**src/core/odc_defs.svh**
```systemverilog
// Purpose: Offsets, field positions and reset values of the output driver control slice.
// Assumes: Byte-wide registers behind the serial configuration port.
// Notes:   Definitions only; included by the package and by the top module.
`ifndef ODC_DEFS_SVH
`define ODC_DEFS_SVH

// Register map.
`define ODC_REG_COUNT       7
`define ODC_FIRST_ADDR      8'h0c
`define ODC_ADDR_RSVD_A     8'h0c
`define ODC_ADDR_RSVD_B     8'h0d
`define ODC_ADDR_RSVD_C     8'h0e
`define ODC_ADDR_RSVD_D     8'h0f
`define ODC_ADDR_RSVD_E     8'h10
`define ODC_ADDR_CTRL1      8'h11
`define ODC_ADDR_CTRL2      8'h12
`define ODC_IDX_CTRL1       5
`define ODC_IDX_CTRL2       6
`define ODC_UNMAPPED_DATA   8'h00

// Reset values.
`define ODC_RST_RSVD_A      8'h0c
`define ODC_RST_RSVD_B      8'h20
`define ODC_RST_RSVD_C      8'ha3
`define ODC_RST_RSVD_D      8'h69
`define ODC_RST_RSVD_E      8'h3a
`define ODC_RST_CTRL1       8'h80
`define ODC_RST_CTRL2       8'hf2

// Driver level and power fields.
`define ODC_C1_VOS_HI       7
`define ODC_C1_VOS_LO       6
`define ODC_C1_PD_PRI       4
`define ODC_C1_PD_SEC       3
`define ODC_C1_EYE_SD       2
`define ODC_C1_EQ_BOOST     1
`define ODC_C1_INVERT       0

// Driver swing and path fields.
`define ODC_C2_SW_PRI_HI    7
`define ODC_C2_SW_PRI_LO    6
`define ODC_C2_SW_SEC_HI    5
`define ODC_C2_SW_SEC_LO    4
`define ODC_C2_BYPASS       2
`define ODC_C2_MUTE_N       1
`define ODC_C2_CLOCK_SEC    0

// Override source selection codes, two bits per output.
`define ODC_SEL_RECLOCKED   2'h0
`define ODC_SEL_BYPASSED    2'h1
`define ODC_SEL_CLOCK       2'h2
`define ODC_SEL_FORCED      2'h3

`endif

```
**src/core/odc_pkg.sv**
```systemverilog
// Purpose: Types shared by the output driver control slice.
// Assumes: Constants come from odc_defs.svh.
// Notes:   Decode helpers live here so the top and its checks agree.
`include "odc_defs.svh"

package odc_pkg;

   typedef enum logic [1:0] {ODC_VOS_0P8, ODC_VOS_1P0, ODC_VOS_1P2} odc_vos_t;

   typedef enum logic [1:0] {
      ODC_SRC_RECLOCKED,
      ODC_SRC_BYPASSED,
      ODC_SRC_CLOCK,
      ODC_SRC_FORCED
   } odc_src_t;

   typedef struct packed {
      logic       write;
      logic       read;
      logic [7:0] addr;
      logic [7:0] wdata;
   } odc_cfg_req_t;

   typedef struct packed {
      odc_vos_t   common_mode;
      logic       primary_pd;
      logic       secondary_pd;
      logic       eye_sd;
      logic       eq_boost;
      logic       invert;
      logic [1:0] primary_swing;
      logic [1:0] secondary_swing;
   } odc_driver_cfg_t;

   typedef struct packed {
      odc_src_t primary_src;
      odc_src_t secondary_src;
      logic     forced_level;
   } odc_path_t;

   // Both codes above 01 give the highest level.
   function automatic odc_vos_t odc_vos_decode(input logic [1:0] code);
      case (code)
         2'h0:    odc_vos_decode = ODC_VOS_0P8;
         2'h1:    odc_vos_decode = ODC_VOS_1P0;
         default: odc_vos_decode = ODC_VOS_1P2;
      endcase
   endfunction

   function automatic odc_src_t odc_sel_decode(input logic [1:0] code);
      case (code)
         `ODC_SEL_RECLOCKED: odc_sel_decode = ODC_SRC_RECLOCKED;
         `ODC_SEL_BYPASSED:  odc_sel_decode = ODC_SRC_BYPASSED;
         `ODC_SEL_CLOCK:     odc_sel_decode = ODC_SRC_CLOCK;
         default:            odc_sel_decode = ODC_SRC_FORCED;
      endcase
   endfunction

   function automatic logic [7:0] odc_reset_value(input int idx);
      case (idx)
         0:       odc_reset_value = `ODC_RST_RSVD_A;
         1:       odc_reset_value = `ODC_RST_RSVD_B;
         2:       odc_reset_value = `ODC_RST_RSVD_C;
         3:       odc_reset_value = `ODC_RST_RSVD_D;
         4:       odc_reset_value = `ODC_RST_RSVD_E;
         5:       odc_reset_value = `ODC_RST_CTRL1;
         default: odc_reset_value = `ODC_RST_CTRL2;
      endcase
   endfunction

endpackage

```
**src/core/odc_path_select.sv**
```systemverilog
// Purpose: Chooses what each serial output carries from register and override inputs.
// Assumes: Override field uses the codes in odc_defs.svh.
// Notes:   Purely combinational; the top registers the result.
`timescale 1ns/10ps
`include "odc_defs.svh"

module odc_path_select (
   input  wire logic          override,
   input  wire logic [7:0]    path_reg,
   input  wire logic [1:0]    primary_sel,
   input  wire logic [1:0]    secondary_sel,
   input  wire logic          mute_state,
   output odc_pkg::odc_path_t path
);

   // Normal mode follows bypass, mute and clock bits; override ignores all three.
   always_comb begin
      path.forced_level = mute_state;
      if (override) begin
         path.primary_src   = odc_pkg::odc_sel_decode(primary_sel);
         path.secondary_src = odc_pkg::odc_sel_decode(secondary_sel);
      end else if (!path_reg[`ODC_C2_MUTE_N]) begin
         path.primary_src   = odc_pkg::ODC_SRC_FORCED;
         path.secondary_src = odc_pkg::ODC_SRC_FORCED;
      end else begin
         path.primary_src   = path_reg[`ODC_C2_BYPASS] ? odc_pkg::ODC_SRC_BYPASSED
                                                       : odc_pkg::ODC_SRC_RECLOCKED;
         if (path_reg[`ODC_C2_CLOCK_SEC]) begin
            path.secondary_src = odc_pkg::ODC_SRC_CLOCK;
         end else begin
            path.secondary_src = path.primary_src;
         end
      end
   end

endmodule // odc_path_select

```
**src/core/odc_reg_cell.sv**
```systemverilog
// Purpose: One byte-wide configuration register with its own reset value.
// Assumes: Write strobe is synchronous and one cycle long.
// Notes:   Every bit is stored, reserved ones included, so reads return what was written.
`timescale 1ns/10ps

module odc_reg_cell #(
   parameter logic [7:0] RESET_VALUE = 8'h00
) (
   input  wire logic       clock,
   input  wire logic       reset,
   input  wire logic       write_en,
   input  wire logic [7:0] wdata,
   output logic [7:0]      value
);

   typedef struct packed {
      logic [7:0] value;
   } odc_cell_state_t;

   odc_cell_state_t state;
   odc_cell_state_t next_state;

   // A write replaces the whole byte.
   always_comb begin
      next_state = state;
      if (write_en) begin
         next_state.value = wdata;
      end
   end

   // Synchronous reset loads the documented default.
   always_ff @(posedge clock) begin
      if (reset) begin
         state.value <= RESET_VALUE;
      end else begin
         state <= next_state;
      end
   end

   assign value = state.value;

endmodule // odc_reg_cell

```
**src/core/output_driver_control_regs.sv**
```systemverilog
// Purpose: Driver control register slice of a serial video reclocker.
// Assumes: Register port and neighbouring-register inputs are synchronous to clock.
// Notes:   Outputs change two edges after the write that causes them.
//
// How it works
// - common-mode field picks 0.8, 1.0, 1.2 V
// - bit 4 powers down primary driver
// - bit 3 powers down secondary driver
// - bit 2 selects SD eye monitor mode
// - bit 1 adds long-trace equalizer boost
// - bit 0 inverts both outputs' polarity
// - bypass bit skips reclocking the data
// - mute bit low forces both outputs
// - override set makes mute bit ignored
// - clock bit puts serial clock on secondary
// - override picks sources from selection field
// - muted outputs hold mute-state logic level
`timescale 1ns/10ps
`include "odc_defs.svh"

module output_driver_control_regs (
   input  wire logic                     clock,
   input  wire logic                     reset,
   input  wire odc_pkg::odc_cfg_req_t    cfg_req,
   output logic [7:0]                    cfg_rdata,
   output logic                          cfg_rvalid,
   input  wire logic                     output_select_override,
   input  wire logic [1:0]               primary_out_source_sel,
   input  wire logic [1:0]               secondary_out_source_sel,
   input  wire logic                     mute_state,
   output odc_pkg::odc_driver_cfg_t      driver_cfg,
   output odc_pkg::odc_path_t            out_path
);

   typedef struct packed {
      odc_pkg::odc_driver_cfg_t cfg;
      odc_pkg::odc_path_t       path;
      logic [7:0]               rdata;
      logic                     rvalid;
   } odc_top_state_t;

   odc_top_state_t     state;
   odc_top_state_t     next_state;
   logic [7:0]         reg_value [`ODC_REG_COUNT];
   logic [7:0]         level_reg;
   logic [7:0]         path_reg;
   odc_pkg::odc_path_t path_now;

   // One storage cell per mapped address; the reserved ones carry no function.
   for (genvar i = 0; i < `ODC_REG_COUNT; i++) begin : g_cell
      odc_reg_cell #(
         .RESET_VALUE (odc_pkg::odc_reset_value(i))
      ) u_cell (
         .clock    (clock),
         .reset    (reset),
         .write_en (cfg_req.write && (cfg_req.addr == (`ODC_FIRST_ADDR + 8'(i)))),
         .wdata    (cfg_req.wdata),
         .value    (reg_value[i])
      );
   end

   assign level_reg = reg_value[`ODC_IDX_CTRL1];
   assign path_reg  = reg_value[`ODC_IDX_CTRL2];

   // Source selection for both outputs.
   odc_path_select u_path (
      .override      (output_select_override),
      .path_reg      (path_reg),
      .primary_sel   (primary_out_source_sel),
      .secondary_sel (secondary_out_source_sel),
      .mute_state    (mute_state),
      .path          (path_now)
   );

   // Decode stored fields and answer reads; unmapped reads return zero.
   always_comb begin
      next_state                     = state;
      next_state.cfg.common_mode     = odc_pkg::odc_vos_decode(
                                          level_reg[`ODC_C1_VOS_HI:`ODC_C1_VOS_LO]);
      next_state.cfg.primary_pd      = level_reg[`ODC_C1_PD_PRI];
      next_state.cfg.secondary_pd    = level_reg[`ODC_C1_PD_SEC];
      next_state.cfg.eye_sd          = level_reg[`ODC_C1_EYE_SD];
      next_state.cfg.eq_boost        = level_reg[`ODC_C1_EQ_BOOST];
      next_state.cfg.invert          = level_reg[`ODC_C1_INVERT];
      next_state.cfg.primary_swing   = path_reg[`ODC_C2_SW_PRI_HI:`ODC_C2_SW_PRI_LO];
      next_state.cfg.secondary_swing = path_reg[`ODC_C2_SW_SEC_HI:`ODC_C2_SW_SEC_LO];
      next_state.path                = path_now;
      next_state.rvalid              = cfg_req.read;
      if (cfg_req.read) begin
         next_state.rdata = `ODC_UNMAPPED_DATA;
         for (int k = 0; k < `ODC_REG_COUNT; k++) begin
            if (cfg_req.addr == (`ODC_FIRST_ADDR + 8'(k))) begin
               next_state.rdata = reg_value[k];
            end
         end
      end
   end

   // Registering the decode keeps every output straight from a flip-flop.
   always_ff @(posedge clock) begin
      if (reset) begin
         state.cfg.common_mode     <= odc_pkg::ODC_VOS_1P2;
         state.cfg.primary_pd      <= 1'b0;
         state.cfg.secondary_pd    <= 1'b0;
         state.cfg.eye_sd          <= 1'b0;
         state.cfg.eq_boost        <= 1'b0;
         state.cfg.invert          <= 1'b0;
         state.cfg.primary_swing   <= 2'h3;
         state.cfg.secondary_swing <= 2'h3;
         state.path.primary_src    <= odc_pkg::ODC_SRC_RECLOCKED;
         state.path.secondary_src  <= odc_pkg::ODC_SRC_RECLOCKED;
         state.path.forced_level   <= 1'b0;
         state.rdata               <= 8'h00;
         state.rvalid              <= 1'b0;
      end else begin
         state <= next_state;
      end
   end

   assign driver_cfg = state.cfg;
   assign out_path   = state.path;
   assign cfg_rdata  = state.rdata;
   assign cfg_rvalid = state.rvalid;
endmodule // output_driver_control_regs
```
**config.mk**
```make
export PLATFORM = sky130hd
export DESIGN_NAME = output_driver_control_regs
export DESIGN_NICKNAME = d
export VERILOG_FILES = /design/src/core/odc_pkg.sv /design/src/core/odc_path_select.sv /design/src/core/odc_reg_cell.sv /design/src/core/output_driver_control_regs.sv
export VERILOG_INCLUDE_DIRS = /design/src /design/src/core
export SDC_FILE = /design/constraint.sdc
export NUM_CORES = 1
export LEC_CHECK = 0
export ABC_AREA = 0
export BUFFER_PORTS_ARGS = -buffer_cell sky130_fd_sc_hd__buf_2
export CORE_MARGIN = 4
export CORE_UTILIZATION = 55
export DETAILED_ROUTE_END_ITERATION = 10
export PLACE_DENSITY = 0.81
export SLEW_MARGIN = 20
export SYNTH_ARGS = -nofsm -noshare
export SYNTH_HDL_FRONTEND = slang
export SYNTH_SLANG_ARGS = --single-unit
```
**constraint.sdc**
```tcl
create_clock -name clock -period 1.71 [get_ports clock]
set_clock_uncertainty 0.05 [all_clocks]
set_input_delay 0.171 -clock clock [delete_from_list [all_inputs] [get_ports clock]]
set_output_delay 0.171 -clock clock [all_outputs]
set_load 0.03 [all_outputs]
```
==> results of run 1 <==
cell usage in the layout, fill, tap and decap left out, drive strengths merged, types with 5 or more instances in the layout:
cell type / Yosys / routed
clkbuf: 17 / 9
and3: 5 / 5
clkinv: 1 / 5
dlygate4sd3: 0 / 5
a21oi: 31 / 31
o22ai: 8 / 8
nand3: 11 / 11
nor2: 37 / 37
a22o: 6 / 6
o221ai: 8 / 8
dfxtp: 81 / 81
o211ai: 8 / 8
nor2b: 25 / 25
a211o: 5 / 5
or2: 5 / 5
o2bb2ai: 8 / 8
buf: 11 / 67
a31oi: 8 / 8
mux2i: 42 / 42
inv: 9 / 10
nand2: 39 / 39
stage by stage:
| stage | TNS [ns] | power, µW | std cells |
|---|---|---|---|
| 3_3_place_gp | -0.0823 | 2180 | 492 |
| 6_report | 0 | 3730 | 513 |
| 2_1_floorplan | 0 | 2080 | 378 |
| 4_1_cts | 0 | 3740 | 513 |
| 5_1_grt | 0 | 3850 | 513 |
| 3_5_place_dp | -0.369 | 2190 | 492 |
sequential cells by signal, summed over array words and instances (netlist names):
signal and cells:
out_path 5, driver_cfg 11, cfg_rvalid 1, cfg_rdata 8
g_cell.u_cell.value 56
cell type report:
cell class	count	area (µm²)	area share [%]
Inverter	10	37.5	0.906
Tap cell	75	93.8	2.27
Multi-Input combinational cell	259	1680	40.7
Timing Repair Buffer	72	478	11.5
Clock inverter	7	104	2.51
Clock buffer	9	124	2.99
Sequential cell	81	1620	39.1
what timing repair did:
action | in CTS | in global routing
hold buffers | 5 | 0
hold endpoints to repair | 5 | 0
setup endpoints to repair | 0 | 0
resized for setup | 0 | 0
critical path: stages:
cell	delay (ns)
buf_2	0.10
or3_4	0.42
or3_1	0.50
o221ai_1	0.35
o2bb2ai_1	0.16
final timing paths:
| path | cells past startpoint | endpoint |
|---|---|---|
| setup / recovery | 5 | cfg_rdata[4] |
| hold / removal | 3 | g_cell[1].u_cell.value[5] |
| setup reg to reg | 4 | cfg_rdata[0] |
| hold reg to reg | 2 | g_cell[4].u_cell.value[6] |
layer usage:
metal  GRT usage [%]  share of wire (%)  wire (µm)  vias up
li1                -                  -          -     1438
met1            32.5                 44       3880     1384
met3            3.88                7.7        674       24
met2            36.6                 45       4010      135
met4            12.6                2.8        249        0
met5               0                  0          0        -
where the power goes:
| part | total [µW] | leakage [µW] | switching (µW) | internal [µW] |
|---|---|---|---|---|
| sequential | 1900 | 0.000655 | 3.21 | 1890 |
| combinational | 260 | 0.00102 | 169 | 90.2 |
| clock | 1580 | 0.000114 | 742 | 837 |
kinds of logic (layout without fill, tap and decap cells):
| kind of cell | Yosys count | after routing | synth area share (%) |
|---|---|---|---|
| AND/OR/NAND/NOR | 133 | 133 | 20.2 |
| AO/OA/AOI/OAI | 84 | 84 | 16.2 |
| flip-flops | 81 | 81 | 46.8 |
| multiplexers | 42 | 42 | 12.1 |
| buffers and inverters | 38 | 98 | 4.69 |
==> impl_metrics.py, run 1 <==
metrics = {
    "yosys": {
        "yosysTopAreaCell": "dfxtp_1",
        "synth_most_common_cell": "dfxtp_1",
        "async_flop_share_pct": 0,
        "synth_commonest_cells": "dfxtp_1 (81), mux2i_1 (42), nand2_1 (37), nor2_1 (37), a21oi_1 (31)",
        "yosysWarnings": 0,
        "synth_fp_nets": 404,
        "syn_avg_cell_area_um2": 9.18,
        "ys_seq_elements": 81,
        "synth.area.top_cells": "dfxtp_1 (47%), mux2i_1 (12%), nor2b_1 (4.5%)",
        "yosysTopAreaCellShare_pct": 46.8,
        "syn_inst": 378,
        "synth_area_um2": 3470,
        "synthDistinctLibCells": 33,
        "synth_edf_count": 0,
        "ys_seq_area_share_pct": 46.8,
        "synthFlopType": "dfxtp_1",
    },
    "setup_path": {
        "crit_type": "input pin to flop",
        "worstPathRequired_ns": 1.95,
        "crit_start": "cfg_req[13]",
        "arrival_ns": 1.71,
        "r2r_start": "g_cell[6].u_cell.value[0]",
        "crit_fanout": 8,
        "critPathCaptureType": "flop",
        "reg2reg_slack_ns": 0.60,
        "startpoint_type": "input pin",
    },
    "timing": {
        "finalSetupViolCount": 0,
        "period_needed_ns": 1.47,
        "fmax_ghz": 0.679,
        "grt_setup_unrepaired": "false",
        "holdWs_ns": 0.0772,
        "layout_setup_ws_ns": 0.237,
        "worstMarginPinSlew_ns": 0.386,
        "relSlewSlack_pct": 74.2,
        "hold_viol_final": 0,
        "final_max_slew_viol_count": 0,
        "fin_crit_sh_pct": 86.2,
    },
    "detailed_routing": {
        "vias_per_cell": 5.81,
        "vias": 2981,
        "wl_um": 8810,
        "drtIter0Drc": 229,
        "drt_first_pass_iters": 5,
        "antenna_left": 0,
        "drc": 0,
        "wire_per_inst_um": 17.2,
    },
    "clock_tree": {
        "clkLatencyLatePin_ns": 0.35,
        "cts_tree": "built",
        "cts_sinks": 81,
        "cts_setup_buffers": 0,
        "cts-buffers-inserted": 9,
        "cts_max_level": 3,
        "cts.path.max_buffers": 2,
        "path_clk_slew_ns": 0.09,
        "cts-root-buf": "clkbuf_8",
    },
    "global_route": {
        "grt_pass1_wl_um": 14100,
        "antenna_found_initial": 0,
        "grt_max_degree": 41,
        "first_global_vias": 2778,
        "overflow": 0,
        "grt.total_usage_pct": 24.0,
    },
    "finish": {
        "final_area_um2": 4140,
        "fin_nets": 459,
        "num_antenna_cells": 0,
        "final.fill_count": 493,
        "post-route-util_pct": 68.8,
        "drive_gt1_share_pct": 21.9,
        "areaGrowthSynthToFinish_pct": 19.4,
    },
    "floorplanning": {
        "die_w_um": 87.4,
        "design.core.area_um2": 6030,
        "pin_count": 51,
        "placementRows": 28,
        "start_util_pct": 57.6,
        "die-area_um2": 7640,
        "die_h_um": 87.4,
    },
    "flow_run": {
        "max_cap_violations": 0,
    },
    "power": {
        "ir_worst_vdd_v": 0.000632,
        "power_leakage_uw": 0.00179,
        "power.density_nw_per_um2": 902,
    },
    "min_path": {
        "worstHoldPathType": "input pin to flop",
        "hp-start": "cfg_req[5]",
    },
    "placement": {
        "place_area_um2": 3860,
        "pre_cts_ws_ns": -0.0884,
        "dpl.hpwl_um": 5960,
        "numPortBuffers": 50,
        "gp_congestion": 0.905,
    },
    "run_status": {
        "status": "completed",
    },
}
Power figures use the tool's default switching activity.
==> run 2: changes to the inputs <==
- CELL_PAD_IN_SITES_DETAIL_PLACEMENT: unset -> 1
- CELL_PAD_IN_SITES_GLOBAL_PLACEMENT: unset -> 1
- CORE_UTILIZATION: 55 -> 43
- PLACE_DENSITY: 0.81 -> 0.83
==> run 2 against run 1 <==
  * Hold slack got worse by 0.068 ns
  * Count of clock-buffer cells in the layout rose by 1
  * Cell count grew 6.4%
  * Die area grew 25%
  * Critical path depth up 3
  * Sequential cell count is the same
  * Combinational power increased by 8.5%
  * First-iteration DRC count fell by 29%
  * Power shrank 0.58%
  * Cell area up 0.88%
  * Register-to-register slack worse by 0.14 ns
==> impl_metrics.py, run 2 (synthesis results as in run 1) <==
metrics = {
    "run_status": {
        "status": "completed",
    },
    "flow_run": {
        "max_cap_violations": 0,
    },
    "detailed_routing": {
        "drt_first_pass_iters": 4,
        "antenna_left": 0,
        "drc": 0,
        "vias_per_cell": 5.74,
        "wl_um": 11200,
        "drtIter0Drc": 163,
        "vias": 3136,
        "wire_per_inst_um": 20.4,
    },
    "setup_path": {
        "crit_start": "cfg_req[13]",
        "worstPathRequired_ns": 1.96,
        "startpoint_type": "input pin",
        "crit_type": "input pin to flop",
        "cp_common_cell": "buf_4",
        "crit_fanout": 8,
        "cp_slowest_cell": "or3_4",
        "max_stage_delay_ns": 0.41,
        "critPathTopFamily": "simple AND/OR/NAND/NOR gates",
        "cp_cell_sequence": "buf_2 > or3_4 > buf_4 > nor4_4 > buf_4 > a21oi_1 > o221ai_1 > o2bb2ai_1",
        "critPathCaptureType": "flop",
        "crit_buf_inv": 3,
        "r2r_start": "g_cell[6].u_cell.value[1]",
        "arrival_ns": 1.72,
    },
    "power": {
        "power.density_nw_per_um2": 889,
        "power_leakage_uw": 0.00181,
        "p_int_uw": 2720,
        "p_seq_share_pct": 51.1,
        "p_comb_share_pct": 7.6,
        "switching_share_pct": 26.6,
        "clkPwrFrac_pct": 41.3,
        "ir_worst_vdd_v": 0.000376,
        "p_sw_uw": 989,
    },
    "floorplanning": {
        "placementRows": 32,
        "die-area_um2": 9570,
        "pin_count": 51,
        "die_h_um": 97.8,
        "start_util_pct": 44.7,
        "die_w_um": 97.8,
        "design.core.area_um2": 7770,
    },
    "global_route": {
        "antenna_found_initial": 0,
        "grt_pass1_wl_um": 17800,
        "grt_max_degree": 36,
        "grt.total_usage_pct": 23.6,
        "overflow": 0,
        "first_global_vias": 3282,
    },
    "placement": {
        "gp_congestion": 0.866,
        "numPortBuffers": 50,
        "dp.cells": 526,
        "dpl.hpwl_um": 7350,
    },
    "timing": {
        "holdWs_ns": 0.00931,
        "final_max_slew_viol_count": 0,
        "fin_crit_sh_pct": 86.3,
        "period_needed_ns": 1.48,
        "finalSetupViolCount": 0,
        "relSlewSlack_pct": 74.6,
        "hold_viol_final": 0,
        "fmax_ghz": 0.678,
        "grt_setup_unrepaired": "false",
        "worstMarginPinSlew_ns": 0.380,
    },
    "clock_tree": {
        "cts.path.max_buffers": 2,
        "cts_resized": 0,
        "path_clk_slew_ns": 0.09,
        "cts_max_level": 3,
        "cts-buffers-inserted": 9,
        "cts-root-buf": "clkbuf_8",
        "cts_tree": "built",
        "cts_sinks": 81,
        "clkLatencyLatePin_ns": 0.38,
    },
    "finish": {
        "final_cells": 546,
        "drive_gt1_share_pct": 23.2,
        "largest_reg_flops": 56,
        "areaGrowthSynthToFinish_pct": 20.5,
        "fin_nets": 465,
        "layout_commonest_cell": "dfxtp_1",
        "layout_common_cells": "dfxtp_1 (81), buf_2 (50), mux2i_1 (42), nor2_1 (37), nand2_1 (37)",
        "largest_register": "g_cell.u_cell.value",
        "num_antenna_cells": 0,
        "final.fill_count": 929,
    },
    "min_path": {
        "hp-start": "secondary_out_source_sel[1]",
        "worstHoldPathType": "input pin to flop",
    },
}
-- run 2: area by class of cell --
cell class | instances | area, µm² | area share, %
multi-input combinational | 259 | 1680 | 40.3
clock inverter | 6 | 75.1 | 1.80
sequential | 81 | 1620 | 38.8
tap | 102 | 128 | 3.05
inverter | 10 | 37.5 | 0.898
timing repair buffer | 78 | 495 | 11.9
clock buffer | 10 | 138 | 3.29
-- run 2: final timing paths --
kind,cells after the start,endpoint,slack [ns]
setup / recovery,8,cfg_rdata[3],0.23
hold / removal,3,out_path[2],0.009
setup reg to reg,3,cfg_rdata[1],0.46
hold reg to reg,2,g_cell[3].u_cell.value[7],0.41
-- run 2: power groups by stage --
stage | logic (µW) | clock network, µW | registers, µW
6_report | 282 | 1530 | 1900
5_1_grt | 301 | 1640 | 1900
4_1_cts | 277 | 1520 | 1900
3_5_place_dp | 267 | 0 | 1940
3_3_place_gp | 261 | 0 | 1940
2_1_floorplan | 121 | 0 | 1960
-- run 2: layer usage --
metal / vias to the layer above / track usage (%) / part of all wire (%)
li1: 1451 / - / -
met1: 1573 / 30.1 / 43
met2: 93 / 39.7 / 49
met3: 19 / 5.00 / 5.6
met4: 0 / 8.09 / 1.8
met5: - / 0 / 0
-- run 2: worst reg2reg max path: stages, from the launching register on --
cell and delay, ns:
dfxtp_1 0.42, a22o_1 0.25, a31oi_1 0.27, o2bb2ai_1 0.13
-- run 2: stage by stage --
stage          setup TNS [ns]  total power (µW)  worst slack, ns  area (µm²)  util, %
6_report                    0              3710            0.235        4180     53.8
3_5_place_dp           -0.445              2210           -0.116        3930     50.5
3_3_place_gp          -0.0332              2200          -0.0332        3930     50.5
2_1_floorplan               0              2080            0.122        3470        -
5_1_grt                     0              3840            0.157        4180     53.8
4_1_cts                     0              3690            0.248        4180     53.8
-- run 2: timing repair --
action | in CTS | in global routing
hold buffers | 4 | 0
endpoints found under the hold margin | 4 | 0
setup buffers | 0 | 0
==> run 3: changes to the inputs <==
==> constraint.sdc (replaced) <==
create_clock -name clock -period 1.71 [get_ports clock]
set_clock_uncertainty 0.05 [all_clocks]
set_input_delay 0 -clock clock [delete_from_list [all_inputs] [get_ports clock]]
set_output_delay 0 -clock clock [all_outputs]
set_load 0.03 [all_outputs]
==> run 3 against run 2 <==
  * Cell area rose by 2.1%
  * Critical path type is now flop to flop
  * Register-to-register slack lost 0.27 ns
  * Routed wire length fell by 5.4%
  * Clock power is essentially flat
  * Sequential share of layout area down 0.80 points
  * Die area did not move
  * Global-route usage is 1.3 points lower
  * First-iteration DRC count shrank 13%
  * Sequential cell count did not move
==> impl_metrics.py, run 3 (synthesis results as in run 1) <==
metrics = {
    "floorplanning": {
        "start_util_pct": 44.7,
        "die_w_um": 97.8,
        "placementRows": 32,
        "die-area_um2": 9570,
        "design.core.area_um2": 7770,
        "die_h_um": 97.8,
        "pin_count": 51,
    },
    "setup_path": {
        "cp_cell_sequence": "a21oi_1 > a21oi_1 > dlygate4sd3_1 > nor2_1",
        "arrival_ns": 1.72,
        "reg2reg_slack_ns": 0.19,
        "crit_buf_inv": 1,
        "critPathCaptureType": "flop",
        "startpoint_type": "flop",
        "cp_common_cell": "a21oi_1",
        "cp_slowest_cell": "dlygate4sd3_1",
        "crit_type": "flop to flop",
        "critPathTopFamily": "buffers and inverters",
        "crit_start": "g_cell[6].u_cell.value[1]",
        "r2r_cells": 4,
        "cp.depth": 4,
        "r2r_start": "g_cell[6].u_cell.value[1]",
        "crit_fanout": 7,
        "cp-endpoint": "out_path[3]",
        "r2r-end": "out_path[3]",
        "max_stage_delay_ns": 0.57,
        "worstPathRequired_ns": 1.90,
    },
    "detailed_routing": {
        "wire_per_inst_um": 19.1,
        "drtIter0Drc": 141,
        "met3_wirelength_um": 602,
        "drc": 0,
        "top_layer": "met4",
        "wl_um": 10600,
        "dr_wl_met2_um": 5260,
        "vias_per_cell": 5.56,
        "drt_first_pass_iters": 4,
        "wl_met1_um": 4500,
        "antenna_left": 0,
        "vias": 3077,
    },
    "clock_tree": {
        "cts_max_level": 3,
        "cts_tree": "built",
        "hold_buffers": 18,
        "cts_resized": 0,
        "path_clk_slew_ns": 0.08,
        "cts_setup_buffers": 0,
        "cts.path.max_buffers": 2,
        "cts-buffers-inserted": 9,
        "cts-root-buf": "clkbuf_8",
        "clkLatencyLatePin_ns": 0.35,
        "cts_sinks": 81,
    },
    "power": {
        "power_leakage_uw": 0.00183,
        "ir_worst_vdd_v": 0.000378,
        "power.density_nw_per_um2": 877,
    },
    "global_route": {
        "grt_max_degree": 34,
        "grt_pass1_wl_um": 16900,
        "grt.total_usage_pct": 22.3,
        "overflow": 0,
        "first_global_vias": 3286,
        "antenna_found_initial": 0,
    },
    "finish": {
        "post-route-util_pct": 54.9,
        "areaGrowthSynthToFinish_pct": 23.0,
        "fin_nets": 473,
        "num_antenna_cells": 0,
        "final.fill_count": 895,
        "drive_gt1_share_pct": 21.3,
        "layout_commonest_cell": "dfxtp_1",
        "largest_reg_flops": 56,
        "layout_common_cells": "dfxtp_1 (81), buf_2 (50), mux2i_1 (42), nor2_1 (37), nand2_1 (37)",
        "largest_register": "g_cell.u_cell.value",
    },
    "placement": {
        "dpl.hpwl_um": 7100,
        "gp_congestion": 0.845,
        "numPortBuffers": 50,
    },
    "timing": {
        "setup_tns_ns": 0,
        "fmax_ghz": 0.656,
        "final_max_slew_viol_count": 0,
        "finalSetupViolCount": 0,
        "worstMarginPinSlew_ns": 0.481,
        "fin_crit_sh_pct": 89.1,
        "period_needed_ns": 1.52,
        "holdWs_ns": 0.0530,
        "hold_viol_final": 0,
        "relSlewSlack_pct": 67.9,
        "grt_setup_unrepaired": "false",
    },
    "run_status": {
        "status": "completed",
    },
    "min_path": {
        "worstHoldPathType": "input pin to flop",
    },
    "flow_run": {
        "max_cap_violations": 0,
    },
}
run 3: tightest hold or removal path, delay by kind of cell:
kind,cells,cell delay (ns)
buffers and inverters,1,0.16
and+or+nand+nor,2,0.20
AOI/OAI and AO/OA,1,0.06
run 3: metrics by stage:
step / area (µm²) / instances / total power, µW / setup slack (ns)
4_1_cts: 4270 / 553 / 3760 / 0.264
3_5_place_dp: 3870 / 520 / 2190 / -0.0881
5_1_grt: 4270 / 553 / 3860 / 0.0797
6_report: 4270 / 553 / 3740 / 0.186
3_3_place_gp: 3870 / 520 / 2190 / -0.0472
2_1_floorplan: 3470 / 378 / 2080 / 0.293
run 3: worst min-delay path by stage:
stage / startpoint / end / slack (ns) / cells past startpoint
2_1_floorplan: cfg_req[2] / g_cell[0].u_cell.value[2] / 0.08 / 2
3_3_place_gp: mute_state / out_path[0] / 0.17 / 2
3_5_place_dp: mute_state / out_path[0] / 0.18 / 2
4_1_cts: cfg_req[10] / g_cell[4].u_cell.value[7] / 0.04 / 4
5_1_grt: cfg_req[10] / g_cell[4].u_cell.value[6] / 0.08 / 4
6_report: cfg_req[10] / g_cell[4].u_cell.value[6] / 0.05 / 4
run 3: area by class of cell:
| type | count | area (µm²) | share of cell area [%] |
|---|---|---|---|
| clock inverter | 5 | 80.1 | 1.88 |
| sequential | 81 | 1620 | 38.0 |
| clock buffer | 10 | 138 | 3.23 |
| tap | 102 | 128 | 2.99 |
| inverter | 10 | 37.5 | 0.880 |
| multi-input combinational | 259 | 1680 | 39.5 |
| timing repair buffer | 86 | 578 | 13.5 |
run 3: per-layer routing:
| layer | vias up | track usage [%] |
|---|---|---|
| li1 | 1463 | - |
| met1 | 1510 | 26.6 |
| met2 | 85 | 39.5 |
| met3 | 19 | 4.57 |
| met4 | 0 | 8.52 |
| met5 | - | 0 |
run 3: where the power goes:
group | internal, µW | switching, µW
registers | 1890 | 3.46
clock network | 851 | 705
logic | 107 | 183
total | 2850 | 891
